--- src/design/gsi_cfg.svh ---
// constants of the global status and interrupt block
// assumes a 20 MHz system clock and a 32-bit Avalon-MM slave port
`ifndef GSI_CFG_SVH
`define GSI_CFG_SVH

// ----------------------------------------
// clock and timing
// ----------------------------------------
`define GSI_CLK_HZ          20000000
`define GSI_CLK_PERIOD_NS   50
`define GSI_SEC_S           1
`define GSI_SEC_CYCLES      (`GSI_CLK_HZ * `GSI_SEC_S)
`define GSI_ACT_WIN_NS      200000
`define GSI_ACT_WIN_CYCLES  (`GSI_ACT_WIN_NS / `GSI_CLK_PERIOD_NS)

// ----------------------------------------
// register indices (byte address = 4 * index)
// ----------------------------------------
`define GSI_IDX_SUM_FLAGS   8'h10
`define GSI_IDX_SUM_EN      8'h12
`define GSI_IDX_LIVE        8'h14
`define GSI_IDX_LATCHED     8'h16
`define GSI_IDX_LAT_EN      8'h18
`define GSI_IDX_PINS        8'h1c
`define GSI_IDX_CTRL        8'h20

// ----------------------------------------
// writable masks and reset values
// ----------------------------------------
`define GSI_SUM_EN_MASK     16'h00f3
`define GSI_LAT_EN_MASK     16'h0007
`define GSI_CTRL_MASK       16'h011f
`define GSI_SUM_EN_RST      16'h0000
`define GSI_LAT_EN_RST      16'h0000
`define GSI_CTRL_RST        16'h0000
`define GSI_LAT_RST         5'h00

// ----------------------------------------
// field positions
// ----------------------------------------
`define GSI_B_PERF          0
`define GSI_B_PLL           1
`define GSI_B_SEC           2
`define GSI_B_SYNTH         3
`define GSI_B_REF8K         4
`define GSI_B_GSUM          0
`define GSI_B_TXSUM         1
`define GSI_B_PORT_LO       4
`define GSI_B_PORT_HI       7
`define GSI_B_CTRL_REF8K    4
`define GSI_B_CTRL_REQ      8
`define GSI_PIN_REF8K       3
`define GSI_NPORT           4
`define GSI_NPLL            3
`define GSI_NPIN            8

`endif

--- src/design/gsi_pkg.sv ---
// types of the global status and interrupt block
// assumes gsi_cfg.svh for the port count; latch and register widths are fixed here
`include "gsi_cfg.svh"

package gsi_pkg;

  typedef logic [4:0]  gsi_lat_t;
  typedef logic [15:0] gsi_reg_t;

  typedef struct packed {
    logic                      upd_req;
    logic                      ref8k_sel;
    logic [`GSI_NPORT-1:0]     port_sel;
  } gsi_ctrl_s;

  typedef struct packed {
    logic [`GSI_NPORT-1:0]     port_en;
    logic                      tx_en;
    logic                      glob_en;
  } gsi_sum_en_s;

  typedef enum logic {
    GSI_BUS_IDLE,
    GSI_BUS_ACK
  } gsi_bus_e;

endpackage

--- src/design/gsi_top.sv ---
// global status and interrupt aggregation with Avalon-MM register slave
// assumes port and transmit interface summaries arrive on clk_i; pins and pll locks are async
//
// Notes on behaviour
// - enabled port summary drives interrupt low
// - enabled transmit summary drives interrupt low
// - enabled global summary drives interrupt low
// - live unlock set while any pll unlocked
// - update done is AND of selected ports
// - update done zero while request low
// - 8k activity latched only when selected
// - synthesizer reference activity gets latched
// - one-second bit latched every second
// - unlock latched on live rising edge
// - update done latched on live rising edge
// - second source needs enable and group enable
// - unlock source needs enable and group enable
// - update source needs enable and group enable
// - pin register shows eight pin levels
// - global summary is any enabled latched bit
// - port summary follows port status pending
`timescale 1ns/1ps
`include "gsi_cfg.svh"

module gsi_top
  import gsi_pkg::*;
#(
  parameter int SEC_CYCLES = `GSI_SEC_CYCLES
) (
  input  wire logic                  clk_i,
  input  wire logic                  sys_rst_i,
  input  wire logic [9:0]            avs_address_i,
  input  wire logic                  avs_read_i,
  input  wire logic                  avs_write_i,
  input  wire logic [31:0]           avs_writedata_i,
  input  wire logic [3:0]            avs_byteenable_i,
  output logic      [31:0]           avs_readdata_o,
  output logic                       avs_waitrequest_o,
  input  wire logic [`GSI_NPORT-1:0] port_summary_flag_i,
  input  wire logic                  txsys_summary_flag_i,
  input  wire logic [`GSI_NPORT-1:0] port_perf_update_done_i,
  input  wire logic [`GSI_NPLL-1:0]  pll_locked_i,
  input  wire logic                  synth_ref_clock_pin_i,
  input  wire logic [`GSI_NPIN-1:0]  aux_pin_level_i,
  output logic                       int_n_o
);

  // ----------------------------------------
  // state
  // ----------------------------------------
  gsi_bus_e                bus_st_r;
  gsi_ctrl_s               ctrl_r;
  gsi_sum_en_s             sum_en_r;
  gsi_lat_t                lat_r;
  gsi_lat_t                lat_en_r;
  logic                    pll_live_r;
  logic                    pll_prev_r;
  logic                    perf_live_r;
  logic                    perf_prev_r;
  logic [24:0]             sec_cnt_r;
  logic                    sec_tick_r;
  logic                    int_n_r;

  logic [`GSI_NPIN-1:0]    pin_sync_w;
  logic [`GSI_NPLL-1:0]    unlock_sync_w;
  logic                    synth_sync_w;
  logic                    ref8k_act_w;
  logic                    synth_act_w;
  logic [7:0]              idx_w;
  logic                    take_w;
  logic                    wr_w;
  gsi_reg_t                wmask_w;
  gsi_reg_t                wdata_w;
  gsi_reg_t                rdata_w;
  gsi_lat_t                set_w;
  gsi_lat_t                clr_w;
  gsi_lat_t                lat_nxt;
  logic                    glob_sum_w;
  logic                    irq_any_w;
  logic                    perf_nxt;

  // ----------------------------------------
  // synchronisers and activity monitors
  // ----------------------------------------
  gsi_sync2 #(.W(`GSI_NPIN)) u_sync_pins (
    .clk_i     (clk_i),
    .sys_rst_i (sys_rst_i),
    .async_i   (aux_pin_level_i),
    .sync_o    (pin_sync_w)
  );

  gsi_sync2 #(.W(`GSI_NPLL + 1)) u_sync_synth (
    .clk_i     (clk_i),
    .sys_rst_i (sys_rst_i),
    // inverted before the flops so the reset value reads as locked
    .async_i   ({synth_ref_clock_pin_i, ~pll_locked_i}),
    .sync_o    ({synth_sync_w, unlock_sync_w})
  );

  // gated sample: an unselected 8k input reads as low, so no activity
  gsi_activity #(.WIN_CYCLES(`GSI_ACT_WIN_CYCLES)) u_act_ref8k (
    .clk_i     (clk_i),
    .sys_rst_i (sys_rst_i),
    .sample_i  (pin_sync_w[`GSI_PIN_REF8K] & ctrl_r.ref8k_sel),
    .active_o  (ref8k_act_w)
  );

  gsi_activity #(.WIN_CYCLES(`GSI_ACT_WIN_CYCLES)) u_act_synth (
    .clk_i     (clk_i),
    .sys_rst_i (sys_rst_i),
    .sample_i  (synth_sync_w),
    .active_o  (synth_act_w)
  );

  // ----------------------------------------
  // bus decode
  // ----------------------------------------
  assign idx_w   = avs_address_i[9:2];
  assign take_w  = (avs_read_i | avs_write_i) && (bus_st_r == GSI_BUS_IDLE);
  assign wr_w    = take_w && avs_write_i;
  assign wmask_w = {{8{avs_byteenable_i[1]}}, {8{avs_byteenable_i[0]}}};
  assign wdata_w = avs_writedata_i[15:0] & wmask_w;

  // one wait cycle, then a single ack cycle with waitrequest low
  always_ff @(posedge clk_i) begin
    if (sys_rst_i) begin
      bus_st_r <= GSI_BUS_IDLE;
    end else begin
      case (bus_st_r)
        GSI_BUS_IDLE: begin
          if (avs_read_i | avs_write_i) begin
            bus_st_r <= GSI_BUS_ACK;
          end
        end
        GSI_BUS_ACK: begin
          bus_st_r <= GSI_BUS_IDLE;
        end
        default: begin
          bus_st_r <= GSI_BUS_IDLE;
        end
      endcase
    end
  end

  always_ff @(posedge clk_i) begin
    if (sys_rst_i) begin
      avs_waitrequest_o <= 1'b1;
    end else begin
      avs_waitrequest_o <= !take_w;
    end
  end

  // ----------------------------------------
  // read mux
  // ----------------------------------------
  always_comb begin
    rdata_w = '0;
    case (idx_w)
      `GSI_IDX_SUM_FLAGS: begin
        rdata_w[`GSI_B_PORT_HI:`GSI_B_PORT_LO] = port_summary_flag_i;
        rdata_w[`GSI_B_TXSUM]                  = txsys_summary_flag_i;
        rdata_w[`GSI_B_GSUM]                   = glob_sum_w;
      end
      `GSI_IDX_SUM_EN: begin
        rdata_w[`GSI_B_PORT_HI:`GSI_B_PORT_LO] = sum_en_r.port_en;
        rdata_w[`GSI_B_TXSUM]                  = sum_en_r.tx_en;
        rdata_w[`GSI_B_GSUM]                   = sum_en_r.glob_en;
      end
      `GSI_IDX_LIVE: begin
        rdata_w[`GSI_B_PLL]  = pll_live_r;
        rdata_w[`GSI_B_PERF] = perf_live_r;
      end
      `GSI_IDX_LATCHED: begin
        rdata_w[4:0] = lat_r;
      end
      `GSI_IDX_LAT_EN: begin
        rdata_w[4:0] = lat_en_r;
      end
      `GSI_IDX_PINS: begin
        rdata_w[`GSI_NPIN-1:0] = pin_sync_w;
      end
      `GSI_IDX_CTRL: begin
        rdata_w[`GSI_B_CTRL_REQ]       = ctrl_r.upd_req;
        rdata_w[`GSI_B_CTRL_REF8K]     = ctrl_r.ref8k_sel;
        rdata_w[`GSI_NPORT-1:0]        = ctrl_r.port_sel;
      end
      default: begin
        rdata_w = '0;
      end
    endcase
  end

  // unmapped indices answer zero, never a stall
  always_ff @(posedge clk_i) begin
    if (sys_rst_i) begin
      avs_readdata_o <= '0;
    end else if (take_w && avs_read_i) begin
      avs_readdata_o <= {16'h0000, rdata_w};
    end
  end

  // ----------------------------------------
  // software writable registers
  // ----------------------------------------
  always_ff @(posedge clk_i) begin
    if (sys_rst_i) begin
      sum_en_r <= gsi_sum_en_s'(`GSI_SUM_EN_RST);
    end else if (wr_w && idx_w == `GSI_IDX_SUM_EN) begin
      sum_en_r.port_en <= (sum_en_r.port_en & ~wmask_w[`GSI_B_PORT_HI:`GSI_B_PORT_LO])
                          | wdata_w[`GSI_B_PORT_HI:`GSI_B_PORT_LO];
      sum_en_r.tx_en   <= wmask_w[`GSI_B_TXSUM] ? wdata_w[`GSI_B_TXSUM] : sum_en_r.tx_en;
      sum_en_r.glob_en <= wmask_w[`GSI_B_GSUM] ? wdata_w[`GSI_B_GSUM] : sum_en_r.glob_en;
    end
  end

  always_ff @(posedge clk_i) begin
    if (sys_rst_i) begin
      lat_en_r <= gsi_lat_t'(`GSI_LAT_EN_RST);
    end else if (wr_w && idx_w == `GSI_IDX_LAT_EN) begin
      lat_en_r <= (lat_en_r & ~wmask_w[4:0]) | (wdata_w[4:0] & gsi_lat_t'(`GSI_LAT_EN_MASK));
    end
  end

  always_ff @(posedge clk_i) begin
    if (sys_rst_i) begin
      ctrl_r <= gsi_ctrl_s'(`GSI_CTRL_RST);
    end else if (wr_w && idx_w == `GSI_IDX_CTRL) begin
      ctrl_r.upd_req   <= wmask_w[`GSI_B_CTRL_REQ] ? wdata_w[`GSI_B_CTRL_REQ] : ctrl_r.upd_req;
      ctrl_r.ref8k_sel <= wmask_w[`GSI_B_CTRL_REF8K] ? wdata_w[`GSI_B_CTRL_REF8K] : ctrl_r.ref8k_sel;
      ctrl_r.port_sel  <= (ctrl_r.port_sel & ~wmask_w[`GSI_NPORT-1:0]) | wdata_w[`GSI_NPORT-1:0];
    end
  end

  // ----------------------------------------
  // live status
  // ----------------------------------------
  // no selected port means nothing was requested, so done stays low
  assign perf_nxt = ctrl_r.upd_req && (|ctrl_r.port_sel)
                    && (&(port_perf_update_done_i | ~ctrl_r.port_sel));

  always_ff @(posedge clk_i) begin
    if (sys_rst_i) begin
      pll_live_r  <= 1'b0;
      pll_prev_r  <= 1'b0;
      perf_live_r <= 1'b0;
      perf_prev_r <= 1'b0;
    end else begin
      pll_live_r  <= |unlock_sync_w;
      pll_prev_r  <= pll_live_r;
      perf_live_r <= perf_nxt;
      perf_prev_r <= perf_live_r;
    end
  end

  // ----------------------------------------
  // one-second timebase
  // ----------------------------------------
  always_ff @(posedge clk_i) begin
    if (sys_rst_i) begin
      sec_cnt_r  <= '0;
      sec_tick_r <= 1'b0;
    end else if (sec_cnt_r == 25'(SEC_CYCLES - 1)) begin
      sec_cnt_r  <= '0;
      sec_tick_r <= 1'b1;
    end else begin
      sec_cnt_r  <= sec_cnt_r + 25'h0000001;
      sec_tick_r <= 1'b0;
    end
  end

  // ----------------------------------------
  // latched status
  // ----------------------------------------
  always_comb begin
    set_w                = '0;
    set_w[`GSI_B_PERF]   = perf_live_r & ~perf_prev_r;
    set_w[`GSI_B_PLL]    = pll_live_r & ~pll_prev_r;
    set_w[`GSI_B_SEC]    = sec_tick_r;
    set_w[`GSI_B_SYNTH]  = synth_act_w;
    set_w[`GSI_B_REF8K]  = ref8k_act_w;
  end

  assign clr_w   = (wr_w && idx_w == `GSI_IDX_LATCHED) ? wdata_w[4:0] : '0;
  assign lat_nxt = (lat_r & ~clr_w) | set_w;

  always_ff @(posedge clk_i) begin
    if (sys_rst_i) begin
      lat_r <= `GSI_LAT_RST;
    end else begin
      lat_r <= lat_nxt;
    end
  end

  // ----------------------------------------
  // summaries and interrupt pin
  // ----------------------------------------
  assign glob_sum_w = |(lat_r & lat_en_r);

  assign irq_any_w = (|(port_summary_flag_i & sum_en_r.port_en))
                     | (txsys_summary_flag_i & sum_en_r.tx_en)
                     | (glob_sum_w & sum_en_r.glob_en);

  always_ff @(posedge clk_i) begin
    if (sys_rst_i) begin
      int_n_r <= 1'b1;
    end else begin
      int_n_r <= ~irq_any_w;
    end
  end

  assign int_n_o = int_n_r;
endmodule

--- src/design/gsi_sync2.sv ---
// two-flop synchroniser for a vector of levels
// assumes each bit is an independent slow level
`timescale 1ns/1ps

module gsi_sync2 #(
  parameter int W = 1
) (
  input  wire logic         clk_i,
  input  wire logic         sys_rst_i,
  input  wire logic [W-1:0] async_i,
  output logic      [W-1:0] sync_o
);

  logic [W-1:0] meta_r;

  // first stage feeds only the second
  always_ff @(posedge clk_i) begin
    if (sys_rst_i) begin
      meta_r <= '0;
      sync_o <= '0;
    end else begin
      meta_r <= async_i;
      sync_o <= meta_r;
    end
  end

endmodule

--- src/design/gsi_activity.sv ---
// activity detector: reports a level that saw edges within a window
// assumes sample_i is already synchronous to clk_i
`timescale 1ns/1ps

module gsi_activity #(
  parameter int WIN_CYCLES = 4000
) (
  input  wire logic clk_i,
  input  wire logic sys_rst_i,
  input  wire logic sample_i,
  output logic      active_o
);

  logic [12:0] win_cnt_r;
  logic        prev_r;
  logic        seen_r;
  logic        edge_w;
  logic        win_end_w;

  assign edge_w    = sample_i ^ prev_r;
  assign win_end_w = (win_cnt_r == 13'(WIN_CYCLES - 1));

  // fast clocks alias when sampled, but still toggle often enough
  always_ff @(posedge clk_i) begin
    if (sys_rst_i) begin
      win_cnt_r <= '0;
      prev_r    <= 1'b0;
      seen_r    <= 1'b0;
      active_o  <= 1'b0;
    end else begin
      prev_r <= sample_i;
      if (win_end_w) begin
        win_cnt_r <= '0;
        active_o  <= seen_r | edge_w;
        seen_r    <= 1'b0;
      end else begin
        win_cnt_r <= win_cnt_r + 13'h0001;
        seen_r    <= seen_r | edge_w;
      end
    end
  end

endmodule

--- config.mk ---
export PLATFORM = sky130hd
export DESIGN_NAME = gsi_top
export DESIGN_NICKNAME = d
export VERILOG_FILES = /design/src/design/gsi_pkg.sv /design/src/design/gsi_top.sv /design/src/design/gsi_sync2.sv /design/src/design/gsi_activity.sv
export VERILOG_INCLUDE_DIRS = /design/src /design/src/design
export SDC_FILE = /design/constraint.sdc
export NUM_CORES = 1
export LEC_CHECK = 0
export BUFFER_PORTS_ARGS = -buffer_cell sky130_fd_sc_hd__buf_2
export CORE_MARGIN = 3
export CORE_UTILIZATION = 60
export CTS_BUF_LIST = sky130_fd_sc_hd__clkbuf_8
export CTS_CLUSTER_DIAMETER = 50
export DETAILED_ROUTE_END_ITERATION = 10
export PLACE_DENSITY = 0.86
export SLEW_MARGIN = 15
export SYNTH_ARGS = -nofsm -noshare
export SYNTH_HDL_FRONTEND = slang
export SYNTH_SLANG_ARGS = --single-unit
export TNS_END_PERCENT = 5
--- constraint.sdc ---
create_clock -name clk_i -period 5.8 [get_ports clk_i]
set_clock_uncertainty 0.1 [all_clocks]
set_input_delay 1.45 -clock clk_i [delete_from_list [all_inputs] [get_ports clk_i]]
set_output_delay 1.45 -clock clk_i [all_outputs]
set_load 0.02 [all_outputs]
Word-level counts from Yosys, hierarchy flattened
Cells that the tools add are included.
{"block": "word_totals", "regBits": 120, "latch_bits": 0, "ram_bits": 0, "romBits": 0, "mem_count": 0}
{"block": "classes", "addsub": 3, "multipliers": 0, "div_mod_pow": 0, "order_cmp": 0, "eq_ne": 10, "shifts": 0, "muxes": 9, "bitwise": 33, "reduce_logical": 21}
{"cell": "$eq A8 B5 Y1 const B", "n": 6}
{"cell": "$add A13 B1 Y13 const B", "n": 2}
{"cell": "$eq A13 B12 Y1 const B", "n": 2}
{"cell": "$add A25 B1 Y25 const B", "n": 1}
{"cell": "$eq A25 B25 Y1 const B", "n": 1}
{"cell": "$and A5 B5 Y5", "n": 3}
{"cell": "$pmux W2 S7", "n": 1}
{"cell": "$and A4 B4 Y4", "n": 3}
{"cell": "$or A4 B4 Y4", "n": 3}
{"cell": "$not A5 Y5", "n": 2}
{"cell": "$and A9 B9 Y9", "n": 1}
{"cell": "$logic_and A1 B1 Y1", "n": 9}
{"cell": "$pmux W3 S3", "n": 1}
{"cell": "$eq A8 B6 Y1 const B", "n": 1}
{"cell": "$not A4 Y4", "n": 2}
{"cell": "$pmux W2 S4", "n": 1}
{"cell": "$reduce_or A4 Y1", "n": 2}
{"cell": "$pmux W1 S6", "n": 1}
{"cell": "$reduce_and A2 Y1", "n": 3}
{"cell": "$reduce_or A2 Y1", "n": 3}
{"cell": "$and A1 B1 Y1", "n": 5}
{"cell": "$mux W5", "n": 1}
{"cell": "$or A1 B1 Y1", "n": 5}
{"cell": "$or A5 B3 Y5", "n": 1}
{"cell": "10 further kinds", "n": 16}

Longest topological paths before layout
Gate-level depths: netlist (run 1).
{"block": "logic_depth", "depth_word": 8, "mapped_depth": 7, "mapped_depth_nobuf": 5}

Modules after synthesis
From an unflattened synthesis (run 1), not the netlist that was laid out.
{"block": "unflattened", "hier_cells": 564, "area_unflattened_um2": 5197.5}
{"module": "gsi_top", "n_inst": 1, "cells_per_inst": 371, "area_per_inst_um2": 3181.8}
{"module": "gsi_activity", "n_inst": 2, "cells_per_inst": 72, "area_per_inst_um2": 670.6}
{"module": "gsi_sync2 (u_sync_pins)", "n_inst": 1, "cells_per_inst": 33, "area_per_inst_um2": 464.2}
{"module": "gsi_sync2 (u_sync_synth)", "n_inst": 1, "cells_per_inst": 16, "area_per_inst_um2": 210.2}

Worst setup path after synthesis (run 1)
Ideal clock, no wire load.
{"block": "synth_timing", "kind": "input-to-reg", "from": "input port avs_address_i[2]", "to": "register lat_r[0]", "t_arrival_ns": 2.742, "required_time_ns": 5.568, "setup_slack_ns": 2.826, "stages": 5, "path_buffers": 1, "cell_sequence": "or3_1 > buf_4 > or4b_4 > o21ai_1 > a21oi_1"}
{"block": "synth_between", "elab_chain_cells": 6}
{"element": "start: declaration", "line_no": "gsi_top.sv:32", "source": "input wire logic [9:0] avs_address_i,"}
{"element": "$eq A8 B5 Y1"}
{"element": "$logic_and A1 B1 Y1 (no source line)"}
{"element": "$mux W5", "line_no": "gsi_top.sv:283", "source": "assign clr_w = (wr_w && idx_w == `GSI_IDX_LATCHED) ? wdata_w[4:0] : '0;"}
{"element": "$not A5 Y5", "line_no": "gsi_top.sv:284", "source": "assign lat_nxt = (lat_r & ~clr_w) | set_w;"}
{"element": "$and A5 B5 Y5", "line_no": "gsi_top.sv:284"}
{"element": "$or A5 B5 Y5", "line_no": "gsi_top.sv:284"}
{"element": "end signal: assignment", "line_no": "gsi_top.sv:288", "source": "lat_r <= `GSI_LAT_RST;"}
{"element": "end signal: assignment", "line_no": "gsi_top.sv:290", "source": "lat_r <= lat_nxt;"}
{"element": "end: declaration", "line_no": "gsi_top.sv:54", "source": "gsi_lat_t lat_r;"}
Every way passes these cells.
A chain may end at the register's enable or synchronous reset.

==> run summary, run 1 <==
RSZ-0062 raised after global routing - false
measured slew at the worst slew-check pin - 801 ps
Post-DP HPWL - 7210 um
CP required - 6000 ps
WP data arrival - 3130 ps
PD cells - 303 nW/um2
CTS buffer count - 17
CP peak stage delay - 560 ps
worst hold path class - flip-flop to flip-flop
Die Y-Extent - 99.3 um
largest net degree at the start of global routing - 40
RePlAce Congestion - 0.846
final antenna-violating net count - 0
ys async rst share - 0%
total grt overflow - 0
Die ar. - 9860 um2
CP max FO - 22
global-route wire length before repair - 18300 um
f_max - 0.342 GHz
clk sinks - 120
via/cell ratio - 5.80
Root Driver - clkbuf_8
area grow syn2layout - 12.5%
FF+latch count, synth - 120
Final Net Count - 695
Max Cap Viol - 0
core area - 8340 um2
max_slew headroom - 46.6%
post-synthesis cell area - 5230 um2
DRT iter0 DRCs - 254
Syn Inst Count - 571
# setup viols final - 0
cts repair resizes - 0
ys flop type - dfxtp_1
Rows - 33
Seq/Total Area, Yosys - 46.0%
Setup Fix Bufs, Post-CTS - 0
total power - 1.78 mW
# diodes - 0
Hold-fix buffers, CTS - 0
post-synth cell types - 60
min cycle time layout - 2930 ps
Leak Pwr - 2.23 nW
dominant cells by area after synthesis - dfxtp_1 (46%), nor2_1 (4.9%), mux2i_1 (4.2%)
WL per Instance - 14.9 um
crit path launch type - input port
clock insertion delay at the later pin of the skew report - 430 ps
clk buf depth - 2
Synth Warn # - 0
FILL cells - 638
gr usage total - 22.9%
IO buf count - 54
Initial Utilization - 62.6%
top cell type's share of synthesized area - 46.0%
boundary pin count - 105
most common cell in the netlist - dfxtp_1
final max-slew violation count - 0
overall routed net length - 11000 um
initial antenna violation count - 0
worst-path cell chain - buf_2 > or3b_4 > nor4_4 > mux2i_1 > nor2_1
Avg Inst Size Synth - 9.15 um2
EDFF count, synth - 0
first-pass iteration count of the detailed router - 5
status - finished clean
Final Cycle Share - 50.4%
worst vdd ir - 0.000199 V
Die X - 99.3 um
clock slew seen by the registers of the worst setup and hold paths - 70 ps
TritonCTS clock tree - built
Final Hold Viols - 0
crit end category - flip-flop
final hold slack - 337 ps
vias in the first global route - 3969
top post-synthesis cells by count - dfxtp_1 (120), nor2_1 (68), a21oi_1 (27), nand2_1 (27), nor2b_1 (27)
largest area contributor in the netlist - dfxtp_1
TNS Setup - 0 ps
DRC Markers - 0
H-tree levels - 4
CP max-delay cell - nor4_4
critical path class - input port to flip-flop
layout cell share with drive strength beyond 1 - 15.9%
Via Count - 4286
-- layout make-up --
type                    instances  area [um2]  area share (%)
clock buffers                  18         248            4.21
clock inverters                14         195            3.32
inverters                      22        82.6            1.40
multi-input cells             405        2540            43.3
flip-flops and latches        120        2400            40.9
well taps                     105         131            2.23
repair buffers                 55         278            4.72
-- placed cells by master (no fill, tap or decap), types with 4 or more instances in the layout --
master / Yosys / routed
clkbuf_8: 0 / 18
xnor2_1: 12 / 12
nand2_1: 27 / 27
and4_1: 8 / 8
or3_1: 6 / 6
o21ai_0: 15 / 15
buf_2: 4 / 54
conb_1: 1 / 23
mux2i_1: 22 / 22
nor4_1: 9 / 9
a21oi_1: 27 / 27
bufinv_16: 0 / 4
nor2b_1: 27 / 27
and3_1: 8 / 8
xor2_1: 20 / 20
dfxtp_1: 120 / 120
nor3_1: 10 / 10
or4_1: 9 / 9
o31ai_1: 8 / 8
nand2b_1: 6 / 6
o21ai_1: 6 / 6
inv_1: 22 / 22
nand4_1: 15 / 15
nor3b_1: 4 / 4
nor2_1: 68 / 68
nand3_1: 20 / 20
-- state kept, by name, summed over array words and instances (netlist names), 2 cells and up, named ones only --
register	flops
u_sync_pins.meta_r	8
lat_en_r	2
avs_readdata_o	9
u_act_synth.win_cnt_r	13
ctrl_r	2
sum_en_r	2
u_sync_synth.sync_o	4
u_sync_synth.meta_r	4
u_act_ref8k.win_cnt_r	13
lat_r	5
sec_cnt_r	25
u_sync_pins.sync_o	8
-- cell families (layout without fill, tap and decap cells) --
kind of cell / Yosys count / after routing / synth area share (%)
adders and majority gates: 3 / 3 / 0.718
xor gates and xnor gates: 32 / 32 / 5.36
other: 1 / 23 / 0.0718
AOI/OAI and AO/OA: 83 / 83 / 10.0
muxes: 23 / 23 / 4.65
and+or+nand+nor: 241 / 241 / 26.3
buffers and inverters: 68 / 109 / 6.92
DFF: 120 / 120 / 46.0
-- worst max-delay path: cells and delay by family --
family                 cells  cell delay, ps
muxes                      1             290
buffers and inverters      1             330
and+or+nand+nor            3            1050
-- worst paths after layout --
path,start,to,slack (ps),cells after the start
setup / recovery,avs_address_i[3],flip-flop,2870,5
hold / removal,u_sync_pins.meta_r[7],u_sync_pins.sync_o[7],340,1
hold reg to reg,u_sync_pins.meta_r[7],u_sync_pins.sync_o[7],340,1
setup reg to reg,u_act_ref8k.win_cnt_r[6],u_act_ref8k.win_cnt_r[10],3610,4
-- through the flow --
step | setup slack [ps] | utilization [%] | std cells | area [um2]
after floorplan | 2830 | - | 593 | 5310
after global placement | 2500 | 65.2 | 707 | 5440
after detailed placement | 2450 | 65.2 | 707 | 5440
after CTS | 2890 | 70.5 | 739 | 5880
after global routing | 2770 | 70.5 | 739 | 5880
final | 2870 | 70.5 | 739 | 5880
-- report_power, final --
part           switching [mW]  internal, mW
Clock                   0.346         0.483
Sequential             0.0110         0.842
Combinational          0.0638        0.0340
-- routing by layer --
layer | up-vias | GRT usage, % | wire length [um]
met5 | - | 0 | 0
met4 | 0 | 9.03 | 365
met3 | 43 | 5.75 | 722
met2 | 181 | 39.4 | 5450
met1 | 1985 | 27.5 | 4490
li1 | 2077 | - | -
No activity file was read; power rests on OpenSTA's default activity.
==> inputs of run 2 (changes only) <==
CORE_UTILIZATION = 57   (was 60)
PLACE_DENSITY = 0.82   (was 0.86)
clock period = 2.8 ns   (was 5.8 ns; I/O delays follow)
==> run 2 against run 1 <==
Against the previous run: non-clock buffer count increased by 3; worst hold slack worse by 10 ps; setup slack got worse by 2300 ps; flip-flop and latch count unchanged; clock power rose by 100%; combinational power is 110% higher; largest power group unchanged; via count is 2.8% lower; final cell count rose by 0.68%.
==> run summary, run 2 (same netlist as run 1, synthesis figures left out) <==
status - finished clean
final antenna-violating net count - 0
Flop pwr share - 48.3%
Leak Pwr - 2.25 nW
worst-path cell chain - or4b_1 > nor4_1 > or2_0 > nor2_1
worst vdd ir - 0.000512 V
CP max-delay cell - or2_0
final instance area - 5920 um2
Final Hold Viols - 0
Initial Utilization - 59.3%
Die ar. - 10400 um2
max_slew headroom - 46.2%
Crit path max-delay family - simple AND/OR/NAND/NOR gates
Die Y-Extent - 102 um
worst hold path class - input port to flip-flop
met3 Use GR - 6.47%
initial antenna violation count - 0
vias in the first global route - 3823
met1 GRT Util - 25.4%
Final Net Count - 698
DRT iter0 DRCs - 172
CP peak stage delay - 640 ps
clock slew seen by the registers of the worst setup and hold paths - 70 ps
overall routed net length - 10600 um
TNS Setup - 0 ps
measured slew at the worst slew-check pin - 806 ps
critical path class - flip-flop to flip-flop
boundary pin count - 105
first-pass iteration count of the detailed router - 6
Regs by FF count - sec_cnt_r (25), u_act_ref8k.win_cnt_r (13), u_act_synth.win_cnt_r (13)
CP required - 2970 ps
placed cell area - 5480 um2
total grt overflow - 0
setup ws final - 605 ps
internal power - 2.87 mW
leading cell type in the layout, fill and taps excluded - dfxtp_1
P_sw - 0.790 mW
PD cells - 619 nW/um2
crit path launch type - flip-flop
# setup viols final - 0
RSZ-0062 raised after global routing - false
RePlAce Congestion - 0.826
Hold-fix buffers, CTS - 0
area grow syn2layout - 13.2%
GRT busiest layer - met2
WL per Instance - 14.2 um
largest net degree at the start of global routing - 63
min cycle time layout - 2190 ps
final hold slack - 327 ps
total power - 3.66 mW
Combinational Power Share - 5.7%
Setup Fix Bufs, Post-CTS - 0
TritonCTS clock tree - built
Final Cycle Share - 78.4%
clk buf depth - 2
Rows - 34
gr usage total - 20.5%
CP max FO - 14
Setup WS pre-CTS - 243 ps
core area - 8810 um2
Post-DP HPWL - 7250 um
GRT met2 Usage - 33.6%
Root Driver - clkbuf_8
leading cell types in the layout, fill and taps excluded - dfxtp_1 (120), nor2_1 (68), buf_2 (54)
DRC Markers - 0
WP data arrival - 2370 ps
final max-slew violation count - 0
Die X - 102 um
# diodes - 0
f_max - 0.456 GHz
WP buf/inv - 0
H-tree levels - 4
clk sinks - 120
Clock Power Share - 46.0%
layout cell share with drive strength beyond 1 - 15.7%
Net Sw Frac - 21.6%
Max Cap Viol - 0
crit end category - flip-flop
IO buf count - 54
CTS buffer count - 17
global-route wire length before repair - 17000 um
cts repair resizes - 0
clock insertion delay at the later pin of the skew report - 420 ps
via/cell ratio - 5.60
max reg flops - 25
Via Count - 4168
Reg with most FFs - sec_cnt_r
==> run 2: cell count changes in the layout (fill, tap and decap cells not counted), sizes merged <==
cell | previous run | this run
clkbuf | 18 | 21
clkinvlp | 1 | 2
buf | 55 | 58
clkinv | 6 | 1
==> run 2: metal layers <==
metal	routed length (um)	vias to the layer above
met4	129	0
met5	0	-
met3	683	16
li1	-	2072
met2	5010	148
met1	4740	1932
==> run 2: stage by stage <==
| step | util, % | std cells |
|---|---|---|
| 6_report | 67.2 | 744 |
| 4_1_cts | 67.2 | 744 |
| 3_3_place_gp | 62.2 | 713 |
| 5_1_grt | 67.2 | 744 |
| 3_5_place_dp | 62.2 | 713 |
| 2_1_floorplan | - | 593 |
==> run 2: final cells by class <==
| type | count | area, um2 |
|---|---|---|
| fill | 675 | 2890 |
| multi-input combinational | 405 | 2540 |
| sequential | 120 | 2400 |
| timing repair buffer | 58 | 313 |
| clock buffer | 21 | 289 |
| clock inverter | 10 | 151 |
| tap | 108 | 135 |
| inverter | 22 | 82.6 |
==> run 2: power groups by stage <==
stage | clock, mW | combinational (mW) | sequential (mW)
5_1_grt | 1.79 | 0.229 | 1.77
4_1_cts | 1.72 | 0.206 | 1.77
6_report | 1.68 | 0.207 | 1.77
2_1_floorplan | 0 | 0.164 | 1.80
3_3_place_gp | 0 | 0.198 | 1.80
3_5_place_dp | 0 | 0.205 | 1.81
==> run 2: final timing paths <==
| kind | start | to | slack [ps] | cells after the start |
|---|---|---|---|---|
| worst min register to register | sec_tick_r | lat_r[2] | 330 | 2 |
| worst max-delay path | u_act_ref8k.win_cnt_r[6] | u_act_ref8k.win_cnt_r[11] | 610 | 4 |
| worst max register to register | u_act_ref8k.win_cnt_r[6] | u_act_ref8k.win_cnt_r[11] | 610 | 4 |
| worst min-delay path | pll_locked_i[1] | u_sync_synth.meta_r[1] | 330 | 2 |
==> run 2: worst reg2reg max path, stage by stage (launching register included) <==
cell,delay [ps]
dfxtp_1,350
or4b_1,530
nor4_1,330
or2_0,640
nor2_1,120
==> inputs of run 3 (changes only) <==
ABC_AREA = 1   (was default)
clock period = 2.1 ns   (was 2.8 ns; I/O delays follow)
==> run 3 against run 2 <==
Against the previous run: synthesized cell count grew 26%; maximum frequency increased by 24%; register-to-register slack lost 280 ps; largest cell class is now flip-flops and latches; largest power group unchanged.
==> run summary, run 3 <==
final hold slack - 143 ps
RePlAce Congestion - 0.923
CP Launch Point - bus_st_r
CTS buffer count - 17
Net Sw Frac - 23.2%
gr usage total - 21.6%
# diodes - 0
Synth Warn # - 0
Layout Cells excl Fill - 901
CP required - 2330 ps
Clock Power Share - 42.1%
Final Cycle Share - 84.5%
clock insertion delay at the later pin of the skew report - 420 ps
IO buf count - 54
Combinational Power Share - 5.4%
critical path class - flip-flop to flip-flop
Reg with most FFs - sec_cnt_r
Final Net Count - 857
crit end category - flip-flop
final antenna-violating net count - 0
global-route wire length before repair - 18100 um
largest net degree at the start of global routing - 31
P_sw - 1.04 mW
largest area contributor in the netlist - dfxtp_1
leading cell types in the layout, fill and taps excluded - dfxtp_1 (120), inv_1 (112), nand2_1 (111), nor2_1 (99), nand3_1 (60)
layout cell share with drive strength beyond 1 - 14.5%
via/cell ratio - 5.12
initial antenna violation count - 0
Flop pwr share - 52.5%
top cell type's share of synthesized area - 45.3%
sequential cell area - 2400 um2
DRT iter0 DRCs - 180
Setup Fix Bufs, Post-CTS - 0
cts repair resizes - 0
Rows - 34
Leak Pwr - 2.56 nW
leading cell type in the layout, fill and taps excluded - dfxtp_1
crit path launch type - flip-flop
FF+latch count, synth - 120
clk buf depth - 2
min cycle time layout - 1780 ps
Die ar. - 10500 um2
most common cell in the netlist - dfxtp_1
Seq/Total Area, Yosys - 45.3%
CP peak stage delay - 310 ps
placed cell area - 5600 um2
post-synth cell types - 37
H-tree levels - 4
max reg flops - 25
ys flop type - dfxtp_1
final max-slew violation count - 0
Regs by FF count - sec_cnt_r (25), u_act_ref8k.win_cnt_r (13), u_act_synth.win_cnt_r (13)
clock slew seen by the registers of the worst setup and hold paths - 70 ps
dominant cells by area after synthesis - dfxtp_1 (45%), inv_1 (7.9%), nand2_1 (7.9%)
WP data arrival - 2000 ps
R2R depth - 6
Reg2Reg Setup Slack - 320 ps
Multi-input gate area - 2300 um2
Final Hold Viols - 0
final instance area - 5960 um2
EDFF count, synth - 0
DRC Markers - 0
ys async rst share - 0%
Syn Inst Count - 719
overall routed net length - 11000 um
PD cells - 750 nW/um2
status - finished clean
FILL cells - 747
TritonCTS clock tree - built
total power - 4.47 mW
Via Count - 4609
WL per Instance - 12.2 um
measured slew at the worst slew-check pin - 688 ps
core area - 8890 um2
Die Y-Extent - 102 um
CP max FO - 10
Avg Inst Size Synth - 7.37 um2
max_slew headroom - 53.9%
Final Util - 67.1%
worst-path cell chain - o21bai_1 > nor2_1 > nand2_2 > nor2_4 > o21ai_0 > a21oi_1
clk sinks - 120
Post-DP HPWL - 8230 um
CP max-delay cell - nor2_1
post-synthesis cell area - 5300 um2
internal power - 3.43 mW
top post-synthesis cells by count - dfxtp_1 (120), inv_1 (111), nand2_1 (111), nor2_1 (99), nand3_1 (60)
first-pass iteration count of the detailed router - 5
worst r2r src - bus_st_r
vias in the first global route - 4182
Setup WS pre-CTS - 117 ps
Root Driver - clkbuf_8
area grow syn2layout - 12.5%
Die X - 102 um
Max Cap Viol - 0
worst hold path class - input port to flip-flop
boundary pin count - 105
TNS Setup - 0 ps
Initial Utilization - 59.6%
dpl cells - 872
setup ws final - 325 ps
worst vdd ir - 0.000476 V
f_max - 0.563 GHz
# setup viols final - 0
Hold-fix buffers, CTS - 0
total grt overflow - 0
RSZ-0062 raised after global routing - false
run 3: layer usage:
layer / vias up / global-route usage, % / part of all wire (%)
li1: 2360 / - / -
met1: 2075 / 26.1 / 43
met2: 139 / 35.7 / 49
met3: 35 / 5.53 / 5.3
met4: 0 / 10.6 / 3.0
met5: - / 0 / 0
run 3: worst max-delay path, delay by kind of cell, from the launching register on:
kind             cells  cell delay [ps]
AND/OR/NAND/NOR      3              800
AO/OA/AOI/OAI        3              500
flip-flops           1              290
run 3: power groups by stage:
stage          combinational, mW  clock [mW]  sequential, mW
2_1_floorplan              0.189           0            2.40
4_1_cts                    0.240        1.93            2.35
5_1_grt                    0.271        2.02            2.35
6_report                   0.240        1.88            2.35
3_3_place_gp               0.231           0            2.39
3_5_place_dp               0.239           0            2.40
run 3: worst min-delay path by stage:
| stage | from | endpoint | slack, ps | cells past startpoint |
|---|---|---|---|---|
| 2_1_floorplan | u_sync_pins.meta_r[0] | u_sync_pins.sync_o[0] | 290 | 2 |
| 3_3_place_gp | u_sync_synth.meta_r[0] | u_sync_synth.sync_o[0] | 290 | 2 |
| 3_5_place_dp | u_sync_synth.meta_r[2] | u_sync_synth.sync_o[2] | 300 | 2 |
| 4_1_cts | pll_locked_i[2] | u_sync_synth.meta_r[2] | 120 | 2 |
| 5_1_grt | pll_locked_i[1] | u_sync_synth.meta_r[1] | 130 | 2 |
| 6_report | pll_locked_i[2] | u_sync_synth.meta_r[2] | 140 | 2 |
run 3: layout make-up:
class,count,share of cell area [%]
clock buffers,21,4.85
clock inverters,8,1.26
inverters,112,7.05
multi-input cells,471,38.7
flip-flops and latches,120,40.3
well taps,108,2.27
repair buffers,61,5.62
run 3: kinds of logic (layout without fill, tap and decap cells):
logic type,after synthesis,count (layout),synth area share [%]
xor+xnor,18,18,2.97
buf+inv,150,202,12.8
compound gates,91,91,8.95
simple gates,336,336,29.2
fa+ha+maj,3,3,0.708
flops,120,120,45.3
other cells,1,23,0.0707
